## config.mk

```make
export PLATFORM = sky130hd
export DESIGN_NAME = jpe_top
export DESIGN_NICKNAME = d
export VERILOG_FILES = /design/src/jpe_pkg.sv /design/src/jpe_sync.sv /design/src/jpe_tap.sv /design/src/jpe_top.sv
export SDC_FILE = /design/constraint.sdc
export NUM_CORES = 1
export LEC_CHECK = 0
export BUFFER_PORTS_ARGS = -buffer_cell sky130_fd_sc_hd__buf_4
export CORE_MARGIN = 1.5
export CORE_UTILIZATION = 50
export DETAILED_ROUTE_END_ITERATION = 8
export MAX_ROUTING_LAYER = met4
export PLACE_DENSITY = 0.78
export SYNTH_ARGS = -nofsm -noshare
export SYNTH_HDL_FRONTEND = slang
export SYNTH_SLANG_ARGS = --single-unit
```

## constraint.sdc

```tcl
create_clock -name clk -period 2.93 [get_ports clk]
set_clock_uncertainty 0.05 [all_clocks]
set_input_delay 0.1465 -clock clk [delete_from_list [all_inputs] [get_ports clk]]
set_output_delay 0.1465 -clock clk [all_outputs]
set_load 0.1 [all_outputs]
```

## src/jpe_pkg.sv

```systemverilog
package jpe_pkg;

  // runtime enable register, offset from the i/o register base
  localparam logic [7:0] JPE_RT_EN_OFFSET = 8'hc7;
  localparam int JPE_RT_EN_BIT = 0;
  localparam logic [7:0] JPE_RT_EN_RESET = 8'h00;
  localparam logic [7:0] JPE_RT_EN_MASK = 8'h01;

  // instruction register width and opcodes of the configuration channel
  localparam int JPE_IR_W = 8;
  localparam logic [7:0] JPE_OP_ENTRY = 8'h0c;
  localparam logic [7:0] JPE_OP_EXIT = 8'h0f;
  localparam logic [7:0] JPE_OP_CLEAR = 8'h10;
  localparam logic [7:0] JPE_OP_CHIP_ERASE = 8'h11;
  localparam logic [7:0] JPE_OP_SECT_ERASE = 8'h12;
  localparam logic [7:0] JPE_OP_PROGRAM = 8'h13;
  localparam logic [7:0] JPE_OP_READ = 8'h14;
  localparam logic [7:0] JPE_OP_VERIFY = 8'h15;
  localparam logic [7:0] JPE_OP_BYPASS = 8'hff;

  // data register: sector index in low bits, entry options in bits 0 and 1
  localparam int JPE_DR_W = 8;
  localparam int JPE_SECT_N = 12;
  localparam int JPE_SECT_W = 4;
  localparam int JPE_OPT_SIDEBAND = 0;
  localparam int JPE_OPT_OPEN_DRAIN = 1;

  // synchroniser depth and instruction register capture value
  localparam int JPE_SYNC_STAGES = 2;
  localparam logic [7:0] JPE_IR_CAPTURE = 8'h01;

  typedef enum logic [3:0] {
    JPE_TLR, JPE_RTI, JPE_SEL_DR, JPE_CAP_DR, JPE_SH_DR, JPE_EX1_DR, JPE_PA_DR, JPE_EX2_DR, JPE_UPD_DR,
    JPE_SEL_IR, JPE_CAP_IR, JPE_SH_IR, JPE_EX1_IR, JPE_PA_IR, JPE_EX2_IR, JPE_UPD_IR
  } jpe_tap_e;

  typedef struct packed {
    logic tms;
    logic tck;
    logic tdi;
  } jpe_link_s;

  typedef struct packed {
    logic start;
    logic is_erase;
    logic is_program;
    logic is_chip;
    logic [3:0] sector;
  } jpe_memop_s;

endpackage

```

## src/jpe_sync.sv

```systemverilog
`timescale 1ns/100ps
module jpe_sync (
  input wire logic clk,
  input wire logic rst,
  input wire jpe_pkg::jpe_link_s din,
  output jpe_pkg::jpe_link_s dout,
  output logic tck_rise,
  output logic tck_fall
);
  jpe_pkg::jpe_link_s meta_reg;
  jpe_pkg::jpe_link_s sync_reg;
  logic tck_prev_reg;

  // two stages before any logic looks at the pins
  always_ff @(posedge clk or posedge rst) begin
    if (rst) begin
      meta_reg <= '0;
      sync_reg <= '0;
    end else begin
      meta_reg <= din;
      sync_reg <= meta_reg;
    end
  end

  always_ff @(posedge clk or posedge rst) begin
    if (rst) begin
      tck_prev_reg <= 1'b0;
    end else begin
      tck_prev_reg <= sync_reg.tck;
    end
  end

  assign dout = sync_reg;
  assign tck_rise = sync_reg.tck & ~tck_prev_reg;
  assign tck_fall = ~sync_reg.tck & tck_prev_reg;
endmodule

```

## src/jpe_tap.sv

```systemverilog
`timescale 1ns/100ps
module jpe_tap (
  input wire logic clk,
  input wire logic rst,
  input wire logic run,
  input wire logic tms,
  input wire logic tck_rise,
  output jpe_pkg::jpe_tap_e state
);
  jpe_pkg::jpe_tap_e state_reg;
  jpe_pkg::jpe_tap_e state_next;

  always_comb begin
    state_next = state_reg;
    unique case (state_reg)
      jpe_pkg::JPE_TLR: state_next = tms ? jpe_pkg::JPE_TLR : jpe_pkg::JPE_RTI;
      jpe_pkg::JPE_RTI: state_next = tms ? jpe_pkg::JPE_SEL_DR : jpe_pkg::JPE_RTI;
      jpe_pkg::JPE_SEL_DR: state_next = tms ? jpe_pkg::JPE_SEL_IR : jpe_pkg::JPE_CAP_DR;
      jpe_pkg::JPE_CAP_DR: state_next = tms ? jpe_pkg::JPE_EX1_DR : jpe_pkg::JPE_SH_DR;
      jpe_pkg::JPE_SH_DR: state_next = tms ? jpe_pkg::JPE_EX1_DR : jpe_pkg::JPE_SH_DR;
      jpe_pkg::JPE_EX1_DR: state_next = tms ? jpe_pkg::JPE_UPD_DR : jpe_pkg::JPE_PA_DR;
      jpe_pkg::JPE_PA_DR: state_next = tms ? jpe_pkg::JPE_EX2_DR : jpe_pkg::JPE_PA_DR;
      jpe_pkg::JPE_EX2_DR: state_next = tms ? jpe_pkg::JPE_UPD_DR : jpe_pkg::JPE_SH_DR;
      jpe_pkg::JPE_UPD_DR: state_next = tms ? jpe_pkg::JPE_SEL_DR : jpe_pkg::JPE_RTI;
      jpe_pkg::JPE_SEL_IR: state_next = tms ? jpe_pkg::JPE_TLR : jpe_pkg::JPE_CAP_IR;
      jpe_pkg::JPE_CAP_IR: state_next = tms ? jpe_pkg::JPE_EX1_IR : jpe_pkg::JPE_SH_IR;
      jpe_pkg::JPE_SH_IR: state_next = tms ? jpe_pkg::JPE_EX1_IR : jpe_pkg::JPE_SH_IR;
      jpe_pkg::JPE_EX1_IR: state_next = tms ? jpe_pkg::JPE_UPD_IR : jpe_pkg::JPE_PA_IR;
      jpe_pkg::JPE_PA_IR: state_next = tms ? jpe_pkg::JPE_EX2_IR : jpe_pkg::JPE_PA_IR;
      jpe_pkg::JPE_EX2_IR: state_next = tms ? jpe_pkg::JPE_UPD_IR : jpe_pkg::JPE_SH_IR;
      jpe_pkg::JPE_UPD_IR: state_next = tms ? jpe_pkg::JPE_SEL_DR : jpe_pkg::JPE_RTI;
    endcase
  end

  // held in reset while the port is not enabled
  always_ff @(posedge clk or posedge rst) begin
    if (rst) begin
      state_reg <= jpe_pkg::JPE_TLR;
    end else if (!run) begin
      state_reg <= jpe_pkg::JPE_TLR;
    end else if (tck_rise) begin
      state_reg <= state_next;
    end
  end

  assign state = state_reg;
endmodule

```

## src/jpe_top.sv

```systemverilog
`timescale 1ns/100ps
module jpe_top (
  input wire logic clk,
  input wire logic rst,
  input wire logic nvm_dedicate_bit,
  input wire logic device_blank,
  input wire logic security_bit,
  input wire logic [11:0] sector_protect,
  input wire logic term_pin_select,
  input wire logic reg_wr,
  input wire logic reg_rd,
  input wire logic [7:0] reg_addr,
  input wire logic [7:0] reg_wdata,
  output logic [7:0] reg_rdata,
  input wire logic mem_busy,
  input wire logic mem_op_done,
  input wire logic mem_op_fail,
  input wire logic mem_op_is_flash,
  output jpe_pkg::jpe_memop_s mem_op,
  output logic security_clear,
  input wire logic pin_tms,
  input wire logic pin_tck,
  input wire logic pin_tdi,
  output logic pin_tdo,
  output logic pin_tdo_oe,
  output logic jtag_pins_active,
  output logic prog_status_out,
  output logic prog_status_oe,
  output logic prog_error_out,
  output logic prog_error_oe
);
  jpe_pkg::jpe_link_s link_in;
  jpe_pkg::jpe_link_s link;
  jpe_pkg::jpe_tap_e tap;
  logic tck_rise;
  logic tck_fall;
  logic rt_en_reg;
  logic term_meta_reg;
  logic term_sync_reg;
  logic jtag_on;
  logic run;
  logic cfg_mode_reg;
  logic sideband_reg;
  logic open_drain_reg;
  logic err_reg = 1'b0;
  logic exited_reg = 1'b0;
  logic tdo_reg;
  logic tdo_oe_reg;
  logic [7:0] ir_shift_reg;
  logic [7:0] ir_reg;
  logic [7:0] dr_shift_reg;
  logic bypass_reg;
  jpe_pkg::jpe_memop_s mem_op_reg;
  logic sec_clr_reg;
  logic pins_active_reg;
  logic stat_out_reg;
  logic stat_oe_reg;
  logic err_out_reg;
  logic err_oe_reg;
  logic [7:0] rdata_reg;

  // command allowed by the security and protection gates
  function automatic logic cmd_allowed(input logic [7:0] op, input logic secure, input logic prot);
    logic ok;
    ok = 1'b1;
    if (secure && op != jpe_pkg::JPE_OP_CHIP_ERASE && op != jpe_pkg::JPE_OP_ENTRY &&
        op != jpe_pkg::JPE_OP_EXIT && op != jpe_pkg::JPE_OP_CLEAR) begin
      ok = 1'b0;
    end
    if (op == jpe_pkg::JPE_OP_SECT_ERASE && prot) begin
      ok = 1'b0;
    end
    return ok;
  endfunction

  assign link_in = '{tms: pin_tms, tck: pin_tck, tdi: pin_tdi};

  jpe_sync u_sync (
    .clk(clk),
    .rst(rst),
    .din(link_in),
    .dout(link),
    .tck_rise(tck_rise),
    .tck_fall(tck_fall)
  );

  // runtime enable register
  always_ff @(posedge clk or posedge rst) begin
    if (rst) begin
      rt_en_reg <= jpe_pkg::JPE_RT_EN_RESET[jpe_pkg::JPE_RT_EN_BIT];
    end else if (reg_wr && reg_addr == jpe_pkg::JPE_RT_EN_OFFSET) begin
      rt_en_reg <= reg_wdata[jpe_pkg::JPE_RT_EN_BIT];
    end
  end

  always_ff @(posedge clk or posedge rst) begin
    if (rst) begin
      rdata_reg <= 8'h00;
    end else if (reg_rd && reg_addr == jpe_pkg::JPE_RT_EN_OFFSET) begin
      rdata_reg <= {7'h00, rt_en_reg} & jpe_pkg::JPE_RT_EN_MASK;
    end else if (reg_rd) begin
      rdata_reg <= 8'h00;
    end
  end

  always_ff @(posedge clk or posedge rst) begin
    if (rst) begin
      term_meta_reg <= 1'b0;
      term_sync_reg <= 1'b0;
    end else begin
      term_meta_reg <= term_pin_select;
      term_sync_reg <= term_meta_reg;
    end
  end

  // dedicate bit and blank device keep run high through reset and re-enable the port after it
  assign jtag_on = nvm_dedicate_bit | device_blank | rt_en_reg | term_sync_reg;
  assign run = jtag_on & ~(rst & ~(nvm_dedicate_bit | device_blank));

  jpe_tap u_tap (
    .clk(clk),
    .rst(rst),
    .run(run),
    .tms(link.tms),
    .tck_rise(tck_rise),
    .state(tap)
  );

  // instruction and data shifting
  always_ff @(posedge clk or posedge rst) begin
    if (rst) begin
      ir_shift_reg <= 8'h00;
      ir_reg <= jpe_pkg::JPE_OP_BYPASS;
      dr_shift_reg <= 8'h00;
      bypass_reg <= 1'b0;
    end else if (!run) begin
      ir_reg <= jpe_pkg::JPE_OP_BYPASS;
    end else if (tck_rise) begin
      unique case (tap)
        jpe_pkg::JPE_CAP_IR: ir_shift_reg <= jpe_pkg::JPE_IR_CAPTURE;
        jpe_pkg::JPE_SH_IR: ir_shift_reg <= {link.tdi, ir_shift_reg[7:1]};
        jpe_pkg::JPE_CAP_DR: dr_shift_reg <= {7'h00, ~mem_busy};
        jpe_pkg::JPE_SH_DR: begin
          dr_shift_reg <= {link.tdi, dr_shift_reg[7:1]};
          bypass_reg <= link.tdi;
        end
        jpe_pkg::JPE_TLR: ir_reg <= jpe_pkg::JPE_OP_BYPASS;
        default: ;
      endcase
    end else if (tck_fall && tap == jpe_pkg::JPE_UPD_IR) begin
      ir_reg <= ir_shift_reg;
    end
  end

  // configuration mode, side-band options and memory commands
  always_ff @(posedge clk or posedge rst) begin
    if (rst) begin
      cfg_mode_reg <= 1'b0;
      sideband_reg <= 1'b0;
      open_drain_reg <= 1'b0;
      mem_op_reg <= '0;
      sec_clr_reg <= 1'b0;
    end else begin
      mem_op_reg.start <= 1'b0;
      sec_clr_reg <= 1'b0;
      if (!run) begin
        cfg_mode_reg <= 1'b0;
      end else if (tck_fall && tap == jpe_pkg::JPE_UPD_DR &&
                   cmd_allowed(ir_reg, security_bit, sector_protect[dr_shift_reg[3:0]])) begin
        unique case (ir_reg)
          jpe_pkg::JPE_OP_ENTRY: begin
            cfg_mode_reg <= 1'b1;
            sideband_reg <= dr_shift_reg[jpe_pkg::JPE_OPT_SIDEBAND];
            open_drain_reg <= dr_shift_reg[jpe_pkg::JPE_OPT_OPEN_DRAIN];
          end
          jpe_pkg::JPE_OP_EXIT: cfg_mode_reg <= 1'b0;
          jpe_pkg::JPE_OP_CHIP_ERASE: begin
            mem_op_reg <= '{start: 1'b1, is_erase: 1'b1, is_program: 1'b0, is_chip: 1'b1, sector: 4'h0};
            sec_clr_reg <= 1'b1;
          end
          jpe_pkg::JPE_OP_SECT_ERASE, jpe_pkg::JPE_OP_PROGRAM: begin
            if (cfg_mode_reg) begin
              mem_op_reg <= '{start: 1'b1, is_erase: ir_reg == jpe_pkg::JPE_OP_SECT_ERASE,
                              is_program: ir_reg == jpe_pkg::JPE_OP_PROGRAM, is_chip: 1'b0,
                              sector: dr_shift_reg[3:0]};
            end
          end
          default: ;
        endcase
      end
    end
  end

  // error flag: set wins over clear; it outlives a reset unless exit came first
  always_ff @(posedge clk) begin
    if (rst) begin
      if (exited_reg) begin
        err_reg <= 1'b0;
        exited_reg <= 1'b0;
      end
    end else begin
      if (tck_fall && tap == jpe_pkg::JPE_UPD_DR && ir_reg == jpe_pkg::JPE_OP_EXIT) begin
        exited_reg <= 1'b1;
      end else if (tck_fall && tap == jpe_pkg::JPE_UPD_DR && ir_reg == jpe_pkg::JPE_OP_ENTRY) begin
        exited_reg <= 1'b0;
      end
      if (mem_op_done && mem_op_fail && mem_op_is_flash) begin
        err_reg <= 1'b1;
      end else if (tck_fall && tap == jpe_pkg::JPE_UPD_DR && ir_reg == jpe_pkg::JPE_OP_CLEAR) begin
        err_reg <= 1'b0;
      end
    end
  end

  // pin drivers, all registered
  always_ff @(posedge clk or posedge rst) begin
    if (rst) begin
      tdo_reg <= 1'b0;
      tdo_oe_reg <= 1'b0;
      pins_active_reg <= 1'b0;
      stat_out_reg <= 1'b1;
      stat_oe_reg <= 1'b0;
      err_out_reg <= 1'b1;
      err_oe_reg <= 1'b0;
    end else begin
      pins_active_reg <= jtag_on;
      tdo_oe_reg <= run & cfg_mode_reg & (tap == jpe_pkg::JPE_SH_DR || tap == jpe_pkg::JPE_SH_IR);
      if (tck_fall) begin
        tdo_reg <= (tap == jpe_pkg::JPE_SH_IR) ? ir_shift_reg[0] :
                   (ir_reg == jpe_pkg::JPE_OP_BYPASS) ? bypass_reg : dr_shift_reg[0];
      end
      stat_out_reg <= open_drain_reg ? 1'b0 : ~mem_busy;
      stat_oe_reg <= run & cfg_mode_reg & sideband_reg & (open_drain_reg ? mem_busy : 1'b1);
      err_out_reg <= open_drain_reg ? 1'b0 : ~err_reg;
      err_oe_reg <= run & cfg_mode_reg & sideband_reg & (open_drain_reg ? err_reg : 1'b1);
    end
  end

  assign reg_rdata = rdata_reg;
  assign mem_op = mem_op_reg;
  assign security_clear = sec_clr_reg;
  assign pin_tdo = tdo_reg;
  assign pin_tdo_oe = tdo_oe_reg;
  assign jtag_pins_active = pins_active_reg;
  assign prog_status_out = stat_out_reg;
  assign prog_status_oe = stat_oe_reg;
  assign prog_error_out = err_out_reg;
  assign prog_error_oe = err_oe_reg;
endmodule

```

==> impl_metrics.json <==
{
  "status": "complete, no violations",
  "layout.cell_area.non_filler_sq_mm": 0.00363,
  "rsz0062_at_grt": "no",
  "insertedDiodeCount": 0,
  "synth_cell_type_count": 56,
  "area_of_the_placeable_core_sq_mm": 0.00557,
  "ys_top_cells_by_area": "sky130_fd_sc_hd__dfrtp_1 42%, sky130_fd_sc_hd__dfstp_2 9.0%, sky130_fd_sc_hd__a22o_1 4.2%",
  "netlist.area_leader.share_pct": 42.0,
  "h_tree_lvl_count": 3,
  "power-per-cell-area_mw_per_mm2": 630,
  "area_of_combinational_cells_with_multiple_inputs_sq_mm": 0.00121,
  "detail-route-antenna-nets": 0,
  "place_congestion": 0.908,
  "setup.worst_path.class": "reg -> reg",
  "synth_seq_cells": 61,
  "timing.max_cap.violations": 0,
  "synth.cell_area_sq_mm": 0.00292,
  "min_delay_worst_endpoint": "reg_rdata[0]",
  "postSynthCellCount": 286,
  "floorplan.initialDensity_pct": 52.3,
  "p_leak_nw": 1.72,
  "slew_viol_final": 0,
  "wl_per_cell_um": 15.1,
  "timing.hold.worst.start": "reg_addr[5]",
  "flow.area_growth_from_synthesis_pct": 24.4,
  "worstReg2RegEnd": "mem_op[5]",
  "ctsRootBufferMaster": "sky130_fd_sc_hd__clkbuf_8",
  "finalNetCount": 392,
  "die_y_um": 79.4,
  "max_freq_mhz": 395,
  "placedInstanceArea_sq_mm": 0.00336,
  "ioPinCount": 67,
  "start_kind": "flip-flop",
  "count_of_flip_flops_with_a_built_in_enable_after_synthesis": 1,
  "count_of_buffers_inserted_at_the_top_level_ports": 52,
  "total_negative_slack_for_setup_checks_ps": 0,
  "synth_most_common_cell": "sky130_fd_sc_hd__dfrtp_1",
  "yosys_most_used_dff": "sky130_fd_sc_hd__dfrtp_1",
  "die-area_sq_mm": 0.00630,
  "vdd_ir_drop_max_v": 0.000508,
  "worst_skew_pair_later_pin_latency_ps": 340,
  "min_delay_path_depth": 4,
  "cp_max_fo": 15,
  "vias": 2399,
  "leading_post_synthesis_cells_by_instance_count": "49 x sky130_fd_sc_hd__dfrtp_1, 23 x sky130_fd_sc_hd__nor2_1, 21 x sky130_fd_sc_hd__inv_1, 19 x sky130_fd_sc_hd__a21oi_1, 18 x sky130_fd_sc_hd__nand2_1",
  "min_period_over_period_pct": 86.4,
  "die-width_um": 79.4,
  "crit_path_dat_ps": 2710,
  "routed_wirelength_mm": 6.43,
  "clock_pin_slew_of_the_registers_on_the_worst_case_setup_and_hold_paths_ps": 60,
  "finalSetupViolations": 0,
  "number_of_gates_resized_after_cts": 0,
  "global_route.usage.total_pct": 23.0,
  "postSynthAreaPerCell_sq_um": 10.2,
  "ff2ff_setup_slack_ps": 400,
  "r2r_start": "u_tap.state[3]",
  "max_slew_margin_pct": 63.9,
  "cts.sinks": 61,
  "drtPass1Iterations": 4,
  "synthesis.yosys.warnings": 0,
  "drcViolationCount": 0,
  "worst-r2r-cell-count": 5,
  "post-synth-top-area-cell": "sky130_fd_sc_hd__dfrtp_1",
  "antenna_violations_before_repair": 0,
  "worst_pin_slew_ps": 542,
  "worst_ep_required_time_ps": 3110,
  "final-seq-area_sq_mm": 0.00154,
  "drt-vias-per-instance": 5.63,
  "num-fill-cells": 480,
  "hold_violation_total_from_the_final_report": 0,
  "endpoint_kind": "flip-flop",
  "drive_above_1_share_pct": 26.8,
  "clock_tree_from_tritoncts": "built",
  "grt_remaining_overflow": 0,
  "pin_count_of_the_biggest_net_entering_global_routing": 45,
  "first_pass_grt_wire_length_mm": 10.7,
  "synth_sequential_area_ratio_pct": 52.7,
  "ys_async_sr_fraction_pct": 96.7,
  "first_global_vias": 2315,
  "drt_iter0_markers": 179,
  "cts_buffers": 9,
  "dp_hpwl_mm": 4.56,
  "rows": 27,
  "hold_crit_class": "in -> reg",
  "post-route-min-period_ps": 2530,
  "cts-root-to-sink-buffers": 2
}
## metal layers
metal / routed length [um] / global-route usage, % / part of all wire (%)
met1: 2740 / 28.2 / 43
met2: 3200 / 36.9 / 50
met3: 385 / 5.49 / 6.0
met4: 100 / 9.12 / 1.6
met5: 0 / - / 0
## cells in the final DEF (no fill, tap or decap), types with 6 or more instances in the layout
master                          synthesis  layout
sky130_fd_sc_hd__and3_1                 7       7
sky130_fd_sc_hd__dfstp_2               10      10
sky130_fd_sc_hd__buf_4                  7      59
sky130_fd_sc_hd__nand2_1               18      18
sky130_fd_sc_hd__o21ai_0                6       6
sky130_fd_sc_hd__nor2_1                23      23
sky130_fd_sc_hd__dfrtp_1               49      49
sky130_fd_sc_hd__clkbuf_8               0      11
sky130_fd_sc_hd__inv_1                 21      20
sky130_fd_sc_hd__nor3_1                 9       9
sky130_fd_sc_hd__a22o_1                14      14
sky130_fd_sc_hd__dlygate4sd3_1          0      10
sky130_fd_sc_hd__o22ai_1                6       6
sky130_fd_sc_hd__a21oi_1               19      19
sky130_fd_sc_hd__mux2_2                 7       7
sky130_fd_sc_hd__conb_1                 1       7
## worst max path at each step
stage	to	slack (ps)	start
finish	mem_op[5]	400	u_tap.state[3]
global route	mem_op[6]	270	u_tap.state[3]
CTS	mem_op[5]	410	u_tap.state[3]
detailed placement	mem_op[5]	410	u_tap.state[3]
global placement	mem_op[5]	490	u_tap.state[3]
floorplan	mem_op[5]	620	ir_reg[4]
## final cells by class
cell class	count	share of cell area (%)
sequential	61	42.4
multi-input combinational	187	33.2
timing repair buffer	69	15.0
clock buffer	15	4.59
tap	72	2.48
inverter	21	2.17
clock inverter	1	0.138
## power by group
group | leakage [nW] | total (mW) | switching, mW | internal [mW]
Combinational | 0.872 | 0.559 | 0.355 | 0.205
Sequential | 0.757 | 1.06 | 0.104 | 0.959
Clock | 0.0877 | 0.662 | 0.309 | 0.353
## metrics by stage
step	instances	utilization (%)	setup slack [ps]	hold WS (ps)	power (mW)
global route	426	65.1	268	88.8	2.39
global placement	400	60.2	489	124	1.60
floorplan	292	-	620	124	1.47
detailed placement	400	60.2	413	127	1.62
finish	426	65.1	399	70.4	2.28
CTS	426	65.1	407	74.3	2.29
## cell families after synthesis
kind of cell    count (synthesis)  synth area share [%]
compound gates                 78                  19.1
xor+xnor                        1                 0.300
buf+inv                        44                  6.69
flops                          61                  52.7
mux                            11                  4.93
other cells                     1                 0.129
simple gates                   90                  16.1
## worst max-delay path, stage by stage (launching register included)
cell and delay [ps]:
sky130_fd_sc_hd__dfrtp_1 580, sky130_fd_sc_hd__or4bb_1 470, sky130_fd_sc_hd__nor4_1 380, sky130_fd_sc_hd__o211a_2 400
sky130_fd_sc_hd__nand3b_2 170, sky130_fd_sc_hd__a221o_1 370
## repair_timing
action                    CTS  global route
setup buffers               0             0
hold endpoints to repair   22             0
hold buffers               10             0
No activity file was read; power rests on OpenSTA's default activity.
